File: src/pof_regs.svh
`ifndef POF_REGS_SVH
`define POF_REGS_SVH

// Mode selector value that picks raw Bayer output.
`define POF_MODE_RAW_BAYER 1'b1
// Alignment setting value that moves samples to the top of the bus.
`define POF_MSB_ALIGN_ON 1'b1

// Nominal code limits, 8-bit scale.
`define POF_Y8_MIN  8'h10
`define POF_Y8_MAX  8'heb
`define POF_C8_MIN  8'h10
`define POF_C8_MAX  8'hf0
// Nominal code limits, 10-bit scale.
`define POF_Y10_MIN 10'h040
`define POF_Y10_MAX 10'h3ac
`define POF_C10_MIN 10'h040
`define POF_C10_MAX 10'h3c0

// Left shift that MSB-aligns a sample of each width on the 16-bit bus.
`define POF_SHIFT_W8  4'h8
`define POF_SHIFT_W10 4'h6
`define POF_SHIFT_W12 4'h4

`endif

File: src/pof_pkg.sv
package pof_pkg;

  typedef enum logic [2:0]
  {
    POF_YCC_TWO_CYCLE_NARROW  = 3'h0,
    POF_YCC_TWO_CYCLE_WIDE    = 3'h1,
    POF_YCC_SINGLE_CYCLE_WORD = 3'h2,
    POF_TONEMAPPED_RAW_TEN    = 3'h3,
    POF_TONEMAPPED_RAW_TWELVE = 3'h4
  } pof_fmt_t;

  typedef enum logic [1:0]
  {
    POF_W8  = 2'h0,
    POF_W10 = 2'h1,
    POF_W12 = 2'h2
  } pof_width_t;

  typedef enum logic [1:0]
  {
    POF_PH_IDLE   = 2'b00,
    POF_PH_FIRST  = 2'b01,
    POF_PH_SECOND = 2'b11
  } pof_phase_t;

endpackage

File: src/pof_place.sv
`timescale 1ns/1ps
`include "pof_regs.svh"

module pof_place
  import pof_pkg::*;
(
  input  wire logic [11:0] i_sample,
  input  wire pof_width_t  i_width,
  input  wire logic        i_msb,
  output logic      [15:0] o_word
);

  logic [15:0] masked;
  logic [3:0]  shift;

  // Bits above the sample width are forced to zero.
  assign masked = (i_width == POF_W8)  ? {8'h00, i_sample[7:0]} :
                  (i_width == POF_W10) ? {6'h00, i_sample[9:0]} :
                                         {4'h0, i_sample};

  assign shift = (i_width == POF_W8)  ? `POF_SHIFT_W8 :
                 (i_width == POF_W10) ? `POF_SHIFT_W10 :
                                        `POF_SHIFT_W12;

  assign o_word = (i_msb == `POF_MSB_ALIGN_ON) ? (masked << shift) : masked;

endmodule

File: src/pof_top.sv
`timescale 1ns/1ps
`include "pof_regs.svh"

// Behaviour
// Samples are 8/10-bit, one or two cycles.
// Four chroma/luma orderings via two swap bits.
// Two-cycle modes send chroma then luma.
// MSB align puts samples at [15:8]/[15:6].
// LSB align puts samples at [7:0]/[9:0].
// Word mode sends chroma and luma together.
// Eight-bit codes clip to 16-235/16-240.
// Ten-bit codes clip to 64-940/64-960.
// Default order is Cb, Y, Cr, Y.
// Bayer output only with progressive scan.
// Tone-mapped Bayer zero-fills upper bits.
// Raw Bayer twelve bits, upper four zero.
// Bayer LSB aligned, optionally MSB aligned.
// Host selects raw Bayer with selector one.
// Embedded rows pass only in Bayer formats.
// Settings change only at frame start.
module pof_top
  import pof_pkg::*;
(
  input  wire logic        I_CLK,
  input  wire logic        I_SYS_RST,
  input  wire pof_fmt_t    i_format,
  input  wire logic        i_mode_select,
  input  wire logic        i_swap_cbcr,
  input  wire logic        i_swap_yc,
  input  wire logic        i_msb_align,
  input  wire logic        i_clip_en,
  input  wire logic        i_progressive,
  input  wire logic        i_frame_start,
  input  wire logic        i_line_start,
  input  wire logic        i_pix_valid,
  input  wire logic        i_embedded,
  input  wire logic [9:0]  i_luma,
  input  wire logic [9:0]  i_cb,
  input  wire logic [9:0]  i_cr,
  input  wire logic [11:0] i_bayer_raw,
  input  wire logic [11:0] i_bayer_tm,
  output logic             o_ready,
  output logic             o_dvalid,
  output logic      [15:0] o_dout,
  output logic             o_bayer_blocked
);

  // ****************************************************************
  // Frame-boundary configuration
  // ****************************************************************
  pof_fmt_t fmt_reg;
  logic     raw_reg;
  logic     swap_cbcr_reg;
  logic     swap_yc_reg;
  logic     msb_reg;
  logic     clip_reg;

  // The pixel that carries the frame start already uses the new settings.
  pof_fmt_t fmt_use;
  logic     raw_use;
  logic     swap_cbcr_use;
  logic     swap_yc_use;
  logic     msb_use;
  logic     clip_use;

  assign fmt_use       = i_frame_start ? i_format      : fmt_reg;
  assign raw_use       = i_frame_start ? i_mode_select : raw_reg;
  assign swap_cbcr_use = i_frame_start ? i_swap_cbcr   : swap_cbcr_reg;
  assign swap_yc_use   = i_frame_start ? i_swap_yc     : swap_yc_reg;
  assign msb_use       = i_frame_start ? i_msb_align   : msb_reg;
  assign clip_use      = i_frame_start ? i_clip_en     : clip_reg;

  always_ff @(posedge I_CLK)
  begin
    if (I_SYS_RST)
    begin
      fmt_reg       <= POF_YCC_TWO_CYCLE_NARROW;
      raw_reg       <= 1'b0;
      swap_cbcr_reg <= 1'b0;
      swap_yc_reg   <= 1'b0;
      msb_reg       <= 1'b0;
      clip_reg      <= 1'b0;
    end
    else
    begin
      fmt_reg       <= fmt_use;
      raw_reg       <= raw_use;
      swap_cbcr_reg <= swap_cbcr_use;
      swap_yc_reg   <= swap_yc_use;
      msb_reg       <= msb_use;
      clip_reg      <= clip_use;
    end
  end

  // ****************************************************************
  // Format decode and pixel acceptance
  // ****************************************************************
  logic raw_sel;
  logic is_bayer;
  logic is_narrow;
  logic is_wide;
  logic two_cycle;
  logic take;
  logic drop;
  logic emit;
  logic chroma_phase_reg;
  logic phase_use;

  assign raw_sel   = (raw_use == `POF_MODE_RAW_BAYER);
  assign is_bayer  = raw_sel || (fmt_use == POF_TONEMAPPED_RAW_TEN) || (fmt_use == POF_TONEMAPPED_RAW_TWELVE);
  assign is_narrow = !is_bayer && (fmt_use == POF_YCC_TWO_CYCLE_NARROW);
  assign is_wide   = !is_bayer && (fmt_use == POF_YCC_TWO_CYCLE_WIDE);
  assign two_cycle = is_narrow || is_wide;
  assign take      = i_pix_valid && o_ready;
  // Interlaced Bayer is swallowed whole rather than stalling upstream.
  assign drop      = (i_embedded && !is_bayer) || (is_bayer && !i_progressive);
  assign emit      = take && !drop;
  assign phase_use = i_line_start ? 1'b0 : chroma_phase_reg;

  // ****************************************************************
  // Sample selection and clipping
  // ****************************************************************
  logic [9:0] chroma_raw;
  logic [9:0] luma10;
  logic [9:0] chroma10;
  logic [7:0] luma8;
  logic [7:0] chroma8;

  assign chroma_raw = (phase_use ^ swap_cbcr_use) ? i_cr : i_cb;

  assign luma10   = !clip_use ? i_luma :
                    (i_luma < `POF_Y10_MIN) ? `POF_Y10_MIN :
                    (i_luma > `POF_Y10_MAX) ? `POF_Y10_MAX : i_luma;
  assign chroma10 = !clip_use ? chroma_raw :
                    (chroma_raw < `POF_C10_MIN) ? `POF_C10_MIN :
                    (chroma_raw > `POF_C10_MAX) ? `POF_C10_MAX : chroma_raw;
  assign luma8    = !clip_use ? i_luma[9:2] :
                    (i_luma[9:2] < `POF_Y8_MIN) ? `POF_Y8_MIN :
                    (i_luma[9:2] > `POF_Y8_MAX) ? `POF_Y8_MAX : i_luma[9:2];
  assign chroma8  = !clip_use ? chroma_raw[9:2] :
                    (chroma_raw[9:2] < `POF_C8_MIN) ? `POF_C8_MIN :
                    (chroma_raw[9:2] > `POF_C8_MAX) ? `POF_C8_MAX : chroma_raw[9:2];

  logic [11:0] luma_s;
  logic [11:0] chroma_s;
  logic [11:0] first_s;
  logic [11:0] second_s;
  logic [11:0] bayer_s;
  pof_width_t  width_first;
  pof_width_t  width_second;
  logic [15:0] first_word;
  logic [15:0] second_word;
  logic [15:0] single_word;
  logic [15:0] out_word;

  assign luma_s   = is_wide ? {2'h0, luma10}   : {4'h0, luma8};
  assign chroma_s = is_wide ? {2'h0, chroma10} : {4'h0, chroma8};
  assign bayer_s  = raw_sel ? i_bayer_raw : i_bayer_tm;
  // Chroma leads unless the luma-first swap is set.
  assign first_s  = is_bayer ? bayer_s : (swap_yc_use ? luma_s : chroma_s);
  assign second_s = swap_yc_use ? chroma_s : luma_s;

  assign width_second = is_wide ? POF_W10 : POF_W8;
  assign width_first  = !is_bayer ? width_second :
                        (!raw_sel && fmt_use == POF_TONEMAPPED_RAW_TEN) ? POF_W10 : POF_W12;

  pof_place u_place_first
  (
    .i_sample (first_s),
    .i_width  (width_first),
    .i_msb    (msb_use),
    .o_word   (first_word)
  );

  pof_place u_place_second
  (
    .i_sample (second_s),
    .i_width  (width_second),
    .i_msb    (msb_use),
    .o_word   (second_word)
  );

  assign single_word = swap_yc_use ? {luma8, chroma8} : {chroma8, luma8};
  assign out_word    = (is_bayer || two_cycle) ? first_word : single_word;

  // ****************************************************************
  // Output sequencing
  // ****************************************************************
  pof_phase_t  phase_reg;
  pof_phase_t  phase_next;
  logic [15:0] hold_reg;

  always_comb
  begin
    case (phase_reg)
      POF_PH_IDLE:   phase_next = (emit && two_cycle) ? POF_PH_FIRST : POF_PH_IDLE;
      POF_PH_FIRST:  phase_next = POF_PH_SECOND;
      POF_PH_SECOND: phase_next = (emit && two_cycle) ? POF_PH_FIRST : POF_PH_IDLE;
      default:       phase_next = POF_PH_IDLE;
    endcase
  end

  always_ff @(posedge I_CLK)
  begin
    if (I_SYS_RST)
    begin
      phase_reg        <= POF_PH_IDLE;
      hold_reg         <= 16'h0000;
      chroma_phase_reg <= 1'b0;
      o_ready          <= 1'b1;
      o_dvalid         <= 1'b0;
      o_dout           <= 16'h0000;
      o_bayer_blocked  <= 1'b0;
    end
    else
    begin
      phase_reg       <= phase_next;
      o_ready         <= (phase_next != POF_PH_FIRST);
      o_bayer_blocked <= is_bayer && !i_progressive;
      if (take && !drop && !is_bayer)
        chroma_phase_reg <= !phase_use;
      else if (i_line_start)
        chroma_phase_reg <= 1'b0;
      if (phase_reg == POF_PH_FIRST)
      begin
        o_dvalid <= 1'b1;
        o_dout   <= hold_reg;
      end
      else
      begin
        o_dvalid <= emit;
        if (emit)
          o_dout <= out_word;
      end
      if (emit)
        hold_reg <= second_word;
    end
  end

  // ****************************************************************
  // Checks
  // ****************************************************************
  pof_fmt_t out_fmt_reg;
  logic     out_msb_reg;
  logic     out_raw_reg;

  always_ff @(posedge I_CLK)
  begin
    if (I_SYS_RST)
    begin
      out_fmt_reg <= POF_YCC_TWO_CYCLE_NARROW;
      out_msb_reg <= 1'b0;
      out_raw_reg <= 1'b0;
    end
    else if (emit)
    begin
      out_fmt_reg <= fmt_use;
      out_msb_reg <= msb_use;
      out_raw_reg <= raw_sel;
    end
  end

  chk_two_cycle_pair: assert property (@(posedge I_CLK) disable iff (I_SYS_RST)
    emit && two_cycle |=> o_dvalid && !o_ready ##1 o_dvalid && o_ready)
    else $error("two-cycle sample pair not emitted");

  chk_single_cycle_word: assert property (@(posedge I_CLK) disable iff (I_SYS_RST)
    emit && !two_cycle && phase_reg != POF_PH_FIRST |=> o_dvalid && o_ready)
    else $error("single-cycle word missing or stalled");

  chk_embedded_drop: assert property (@(posedge I_CLK) disable iff (I_SYS_RST)
    take && i_embedded && !is_bayer && phase_reg != POF_PH_FIRST |=> !o_dvalid)
    else $error("embedded row leaked into YCbCr output");

  chk_bayer_interlace: assert property (@(posedge I_CLK) disable iff (I_SYS_RST)
    take && is_bayer && !i_progressive |=> o_bayer_blocked && !o_dvalid)
    else $error("Bayer output produced without progressive scan");

  chk_narrow_msb_lane: assert property (@(posedge I_CLK) disable iff (I_SYS_RST)
    o_dvalid && !out_raw_reg && out_fmt_reg == POF_YCC_TWO_CYCLE_NARROW && out_msb_reg |-> o_dout[7:0] == 8'h00)
    else $error("narrow sample not on upper byte");

  chk_wide_lsb_lane: assert property (@(posedge I_CLK) disable iff (I_SYS_RST)
    o_dvalid && !out_raw_reg && out_fmt_reg == POF_YCC_TWO_CYCLE_WIDE && !out_msb_reg |-> o_dout[15:10] == 6'h00)
    else $error("wide sample not on low ten bits");

  chk_bayer_ten_fill: assert property (@(posedge I_CLK) disable iff (I_SYS_RST)
    o_dvalid && !out_raw_reg && out_fmt_reg == POF_TONEMAPPED_RAW_TEN && !out_msb_reg |-> o_dout[15:10] == 6'h00)
    else $error("ten-bit Bayer upper bits not zero");

  chk_raw_twelve_fill: assert property (@(posedge I_CLK) disable iff (I_SYS_RST)
    o_dvalid && out_raw_reg && !out_msb_reg |-> o_dout[15:12] == 4'h0)
    else $error("raw Bayer upper bits not zero");

  chk_cfg_frame_hold: assert property (@(posedge I_CLK) disable iff (I_SYS_RST)
    !$past(i_frame_start) |-> $stable(fmt_reg) && $stable(msb_reg) && $stable(swap_yc_reg) &&
    $stable(swap_cbcr_reg) && $stable(raw_reg) && $stable(clip_reg))
    else $error("format changed away from frame start");

  chk_default_order: assert property (@(posedge I_CLK) disable iff (I_SYS_RST)
    emit && two_cycle && !swap_yc_use && !clip_use && !msb_use && is_narrow && !phase_use && !swap_cbcr_use
    |=> o_dout[7:0] == $past(i_cb[9:2]))
    else $error("default order does not lead with Cb");

  cov_two_cycle: cover property (@(posedge I_CLK) emit && is_narrow ##2 emit && is_narrow);
  cov_word_mode: cover property (@(posedge I_CLK) emit && fmt_use == POF_YCC_SINGLE_CYCLE_WORD && !is_bayer);
  cov_raw_bayer: cover property (@(posedge I_CLK) emit && raw_sel && msb_use);
  cov_embedded:  cover property (@(posedge I_CLK) take && i_embedded && is_bayer && i_progressive);

endmodule

File: config.mk
export PLATFORM = sky130hd
export DESIGN_NAME = pof_top
export DESIGN_NICKNAME = d
export VERILOG_FILES = /design/src/pof_pkg.sv /design/src/pof_place.sv /design/src/pof_top.sv
export VERILOG_INCLUDE_DIRS = /design/src
export SDC_FILE = /design/constraint.sdc
export NUM_CORES = 1
export LEC_CHECK = 0
export BUFFER_PORTS_ARGS = -buffer_cell sky130_fd_sc_hd__clkbuf_2
export CORE_MARGIN = 2
export CORE_UTILIZATION = 30
export DETAILED_ROUTE_END_ITERATION = 10
export SLEW_MARGIN = 20
export SYNTH_ARGS = -nofsm -noshare
export SYNTH_HDL_FRONTEND = slang
export SYNTH_SLANG_ARGS = --single-unit
File: constraint.sdc
create_clock -name I_CLK -period 2.8 [get_ports I_CLK]
set_input_delay 0.56 -clock I_CLK [delete_from_list [all_inputs] [get_ports I_CLK]]
set_output_delay 0.56 -clock I_CLK [all_outputs]
set_load 0.005 [all_outputs]
# Yosys cells after proc, flatten, opt, wreduce, memory -nomap -nowiden
# Index checks and enable logic that the tools add are counted.
# word_totals
register_bits	46
in_bits	69
output_inout_bits	19
# op_classes
n_lt_le_gt_ge	8
eq_ne	8
n_shift	2
n_mux	46
n_bitwise	1
reduce_logical	25
# op_table
operator	n
$mux W16	8
$mux W10	11
$mux W8	6
$mux W12	3
$shl A16 B4 Y16	2
$gt A10 B10 Y1 const B	2
$lt A10 B7 Y1 const B	2
$gt A8 B8 Y1 const B	2
$lt A8 B5 Y1 const B	2
$mux W1	10
$logic_and A1 B1 Y1	9
$mux W2	4
$mux W4	2
$logic_not A2 Y1	3
$logic_not A1 Y1	5
$logic_or A1 B1 Y1	5
$eq A2 B1 Y1 const B	2
$pmux W2 S2	1
$eq A3 B1 Y1 const B	1
$eq A3 B2 Y1 const B	1
$eq A3 B3 Y1 const B	1
$logic_not A3 Y1	1
$mux W3	1
$eq A2 B2 Y1 const B	1
other kinds (5)	5

# Depth between registers and ports, before layout
# depth
word_depth	17
ltp_mapped	11
mapped_depth_nobuf	8

# Modules after synthesis
# A second synthesis with hierarchy kept.
# unflattened
cells_unflattened	567
hier_area_um2	4154.0
# modules_own_cells
mod	instances	cells_each	area_per_inst_um2	seq_area_each_um2
pof_top	1	463	3378.2	920.9
pof_place	2	52	387.9	0.0

# Least setup slack after synthesis
# Ideal clock, no wire load.
# synth_path
path_kind	input port to flip-flop
startpoint	input port i_frame_start
endpoint	register o_dout[7]
arrival_ps	2575
setup_slack_ps	84
stages	9
path_buffers	1
cell_sequence	buf_6 > mux2i_4 > xor2_2 > mux4_1 > nand3_1 > o211ai_1 > and3_1 > nor4_1 > a2111oi_2
# synth_between
elab_chain_cells	17
# synth_lines
item	line	text
from (decl)	pof_top.sv:33	input wire logic i_frame_start,
$mux W1	pof_top.sv:68	assign swap_cbcr_use = i_frame_start ? i_swap_cbcr : swap_cbcr_reg;
$xor A1 B1 Y1	pof_top.sv:129	assign chroma_raw = (phase_use ^ swap_cbcr_use) ? i_cr : i_cb;
$mux W10	pof_top.sv:129	
$gt A10 B10 Y1 (no line) or $gt A8 B8 Y1 (tied branches)	--	
$mux W10 or $mux W8 (tied branches)	pof_top.sv:136, pof_top.sv:142	
$mux W10 or $mux W8 (tied branches)	pof_top.sv:135, pof_top.sv:141	
$mux W10 or $mux W8 (tied branches)	pof_top.sv:134, pof_top.sv:140	
$mux W10	pof_top.sv:157	assign chroma_s = is_wide ? {2'h0, chroma10} : {4'h0, chroma8};
$mux W10	pof_top.sv:160	assign first_s = is_bayer ? bayer_s : (swap_yc_use ? luma_s : chroma_s);
$mux W12	pof_top.sv:160	
$mux W12	pof_place.sv:18	(i_width == POF_W10) ? {6'h00, i_sample[9:0]} :
$mux W16	pof_place.sv:17	assign masked = (i_width == POF_W8) ? {8'h00, i_sample[7:0]} :
$shl A16 B4 Y16	pof_place.sv:25	assign o_word = (i_msb == `POF_MSB_ALIGN_ON) ? (masked << shift) : masked;
$mux W16	pof_place.sv:25	
$mux W16	pof_top.sv:184	assign out_word = (is_bayer || two_cycle) ? first_word : single_word;
$mux W16	pof_top.sv:232	if (emit)
$mux W16	pof_top.sv:224	if (phase_reg == POF_PH_FIRST)
to (signal assigned)	pof_top.sv:227	o_dout <= hold_reg;
to (signal assigned)	pof_top.sv:233	o_dout <= out_word;
to (decl)	pof_top.sv:44	output logic [15:0] o_dout,
# Several ways; a longest one is shown, not always the timed one. The select of a mux whose other input is x is not followed.
# A chain may end at the register's enable or synchronous reset.

# Worst setup path after layout
# layout_path
startpoint	input port i_frame_start
endpoint	register o_dout[0]
# Same word-level chain as after synthesis.

==> metrics.cfg <==
[status]
status=complete, no violations

[sta]
fin_crit_ps=2690
setup_viol_count_final=0
final_hold_viol_count=0
drv_slew=0
worst_slew_pin_slew_ps=573
timing.slew.headroom_pct=61.2
fin_skew_ps=7.10
fin_crit_sh_pct=96.1
rsz0062_at_grt=true
setup_ws_ps=108
max_freq_mhz=371

[critical_path]
endpoint_kind=flip-flop
cp.arrival_ps=2860
cp-start-kind=input pin
crit_type=input pin to flip-flop
crit_fanout=4
required_ps=2970

[power_and_ir_drop]
power_mw=2.50
leakage_nw=2.30
p_sw_mw=0.886
switching_share_pct=35.4
clkPwrFrac_pct=27.7
internal_power_mw=1.62
powerDensity_mw_per_mm2=470
power_frac_comb_pct=42.5
pwr-share-seq_pct=29.8
vdd.ir_drop.worst_uv=259

[logic_synthesis]
syn_inst=506
synth_edf_count=0
post_synth_num_cell_types=65
synthMuxAreaShare_pct=11.0
synthArstFlopShare_pct=0
syn_area_mm2=0.00367
synth_top_family_by_area=compound AO/OA/AOI/OAI gates
synth-compound-area-share_pct=30.2
seq_area_frac_synth_pct=25.1
synth_nets=577
synthAdderAreaFrac_pct=0.683
yosys_warnings=0
synth_area_per_cell_um2=7.25
synth_xor_area_share_pct=1.43
ys_ff_latch=46
yosys_most_used_dff=dfxtp_1
yosys.area_share.simple_pct=26.1

[layout]
layout_commonest_cell=buf_4
layout_common_cells=buf_4 (106), clkbuf_2 (87), nand2_1 (66), nor2_1 (48), o21ai_0 (47)
syn_to_final_growth_pct=45.2
drive_gt1_share_pct=36.5
nets=750
n_antenna_cell=0

[placement]
gp_congestion=0.996
io_buffers=87
pre_cts_ws_ps=-339
dp_hpwl_um=12600

[grt]
grt_pass1_vias=4714
gr-total-overflow=0
grt_max_degree=28
antenna_found_initial=0
grt_pass1_wl_um=25300
grt.total_usage_pct=24.7

[drt]
viasPerCell=5.60
wl_per_cell_um=19.0
drtIter0Drc=308
drt_pass1_iterations=5
wirelength_um=15700
antenna_left=0
vias=4635
drc=0

[clock_tree]
cts.reportedPaths.clkPinSlew_ps=60
ctsHoldBuffers=0
cts_buffer_depth=2
worstSkewPairLatency_ps=290
cts.sinks=46
numCtsBuffers=5
cts_tree=done
clockRootBuffer=clkbuf_16
h-tree-depth=2

[floorplanning]
rows=40
fp.dieH_um=115
io_pins=88
die_x_um=115
initial_core_util_pct=30.6
core_mm2=0.0120
dieArea_mm2=0.0131

[hold_path]
min_path_type=flip-flop to flip-flop

[run]
cap_violations=0

Yosys cell counts (8+ instances only):
master / instances / area, µm²
mux2i_1: 17 / 170
inv_1: 12 / 45.0
a221oi_1: 8 / 70.1
nor3_1: 19 / 95.1
nor4_1: 9 / 56.3
mux2_2: 10 / 113
a31oi_1: 13 / 81.3
a211oi_1: 9 / 67.6
nand2_1: 66 / 248
nor2_1: 49 / 184
clkbuf_1: 22 / 82.6
a21oi_1: 43 / 215
nand3_1: 29 / 145
o211ai_1: 10 / 75.1
dfxtp_1: 46 / 921
o21ai_0: 48 / 240
kinds of logic after synthesis:
group | after synthesis
mux | 32
fa+ha+maj | 2
simple gates | 205
flops | 46
xor+xnor | 3
compound gates | 173
buf+inv | 45
through the flow:
| step | utilization [%] | instance area [µm²] | hold slack (ps) | TNS [ps] | cells |
|---|---|---|---|---|---|
| final | 44.5 | 5320 | 453 | 0 | 827 |
| after global routing | 44.5 | 5320 | 479 | -11.5 | 827 |
| after CTS | 43.2 | 5170 | 454 | 0 | 825 |
| after detailed placement | 41.8 | 5000 | 446 | -5220 | 817 |
| after global placement | 41.8 | 5000 | 441 | -3930 | 817 |
| after floorplan | - | 3670 | 429 | 0 | 506 |
power by group through the flow:
stage / Sequential (mW) / Combinational, mW / Clock [mW]
2_1_floorplan: 0.751 / 0.501 / 0
3_3_place_gp: 0.756 / 0.998 / 0
3_5_place_dp: 0.758 / 1.00 / 0
4_1_cts: 0.744 / 1.01 / 0.699
5_1_grt: 0.751 / 1.15 / 0.721
6_report: 0.744 / 1.06 / 0.693
cell type report:
class | instances | area (µm²)
Fill cell | 1233 | 6640
Multi-Input combinational cell | 415 | 2670
Timing Repair Buffer | 199 | 1340
Sequential cell | 46 | 921
Tap cell | 147 | 184
Clock buffer | 7 | 133
Inverter | 12 | 45.0
Clock inverter | 1 | 30.0
path summary, 6_finish.rpt:
path	endpoint	slack [ps]	depth (start not counted)	start
setup / recovery	o_dout[0]$_SDFFE_PP0P_	110	10	i_frame_start
setup reg to reg	o_dout[0]$_SDFFE_PP0P_	290	9	swap_cbcr_reg$_SDFF_PP0_
hold reg to reg	hold_reg[11]$_SDFFE_PP0P_	450	2	hold_reg[11]$_SDFFE_PP0P_
hold / removal	hold_reg[11]$_SDFFE_PP0P_	450	2	hold_reg[11]$_SDFFE_PP0P_
worst max-delay path, cell delays in order:
cell,delay (ps)
clkbuf_2,150
mux2i_4,260
buf_12,150
xor2_4,220
mux4_1,630
nand2_1,120
o22ai_1,120
o21a_1,270
a221oi_2,310
a2111oi_2,60
timing repair:
action | CTS | global route
pin swaps | 0 | 4
resized for setup | 2 | 26
endpoints found under the setup margin | 3 | 23
endpoints found under the hold margin | 0 | 0
setup buffers | 0 | 2
layer usage:
metal  part of all wire (%)  track usage [%]  routed length, µm  vias up
met5                      0                0                  0        -
met4                    2.2             7.32                352        0
met3                    5.3             2.33                835       23
met2                     47             41.1               7370      181
met1                     45             33.7               7140     2193
li1                       -                -                  -     2238
(Power assumes the default switching activity.)
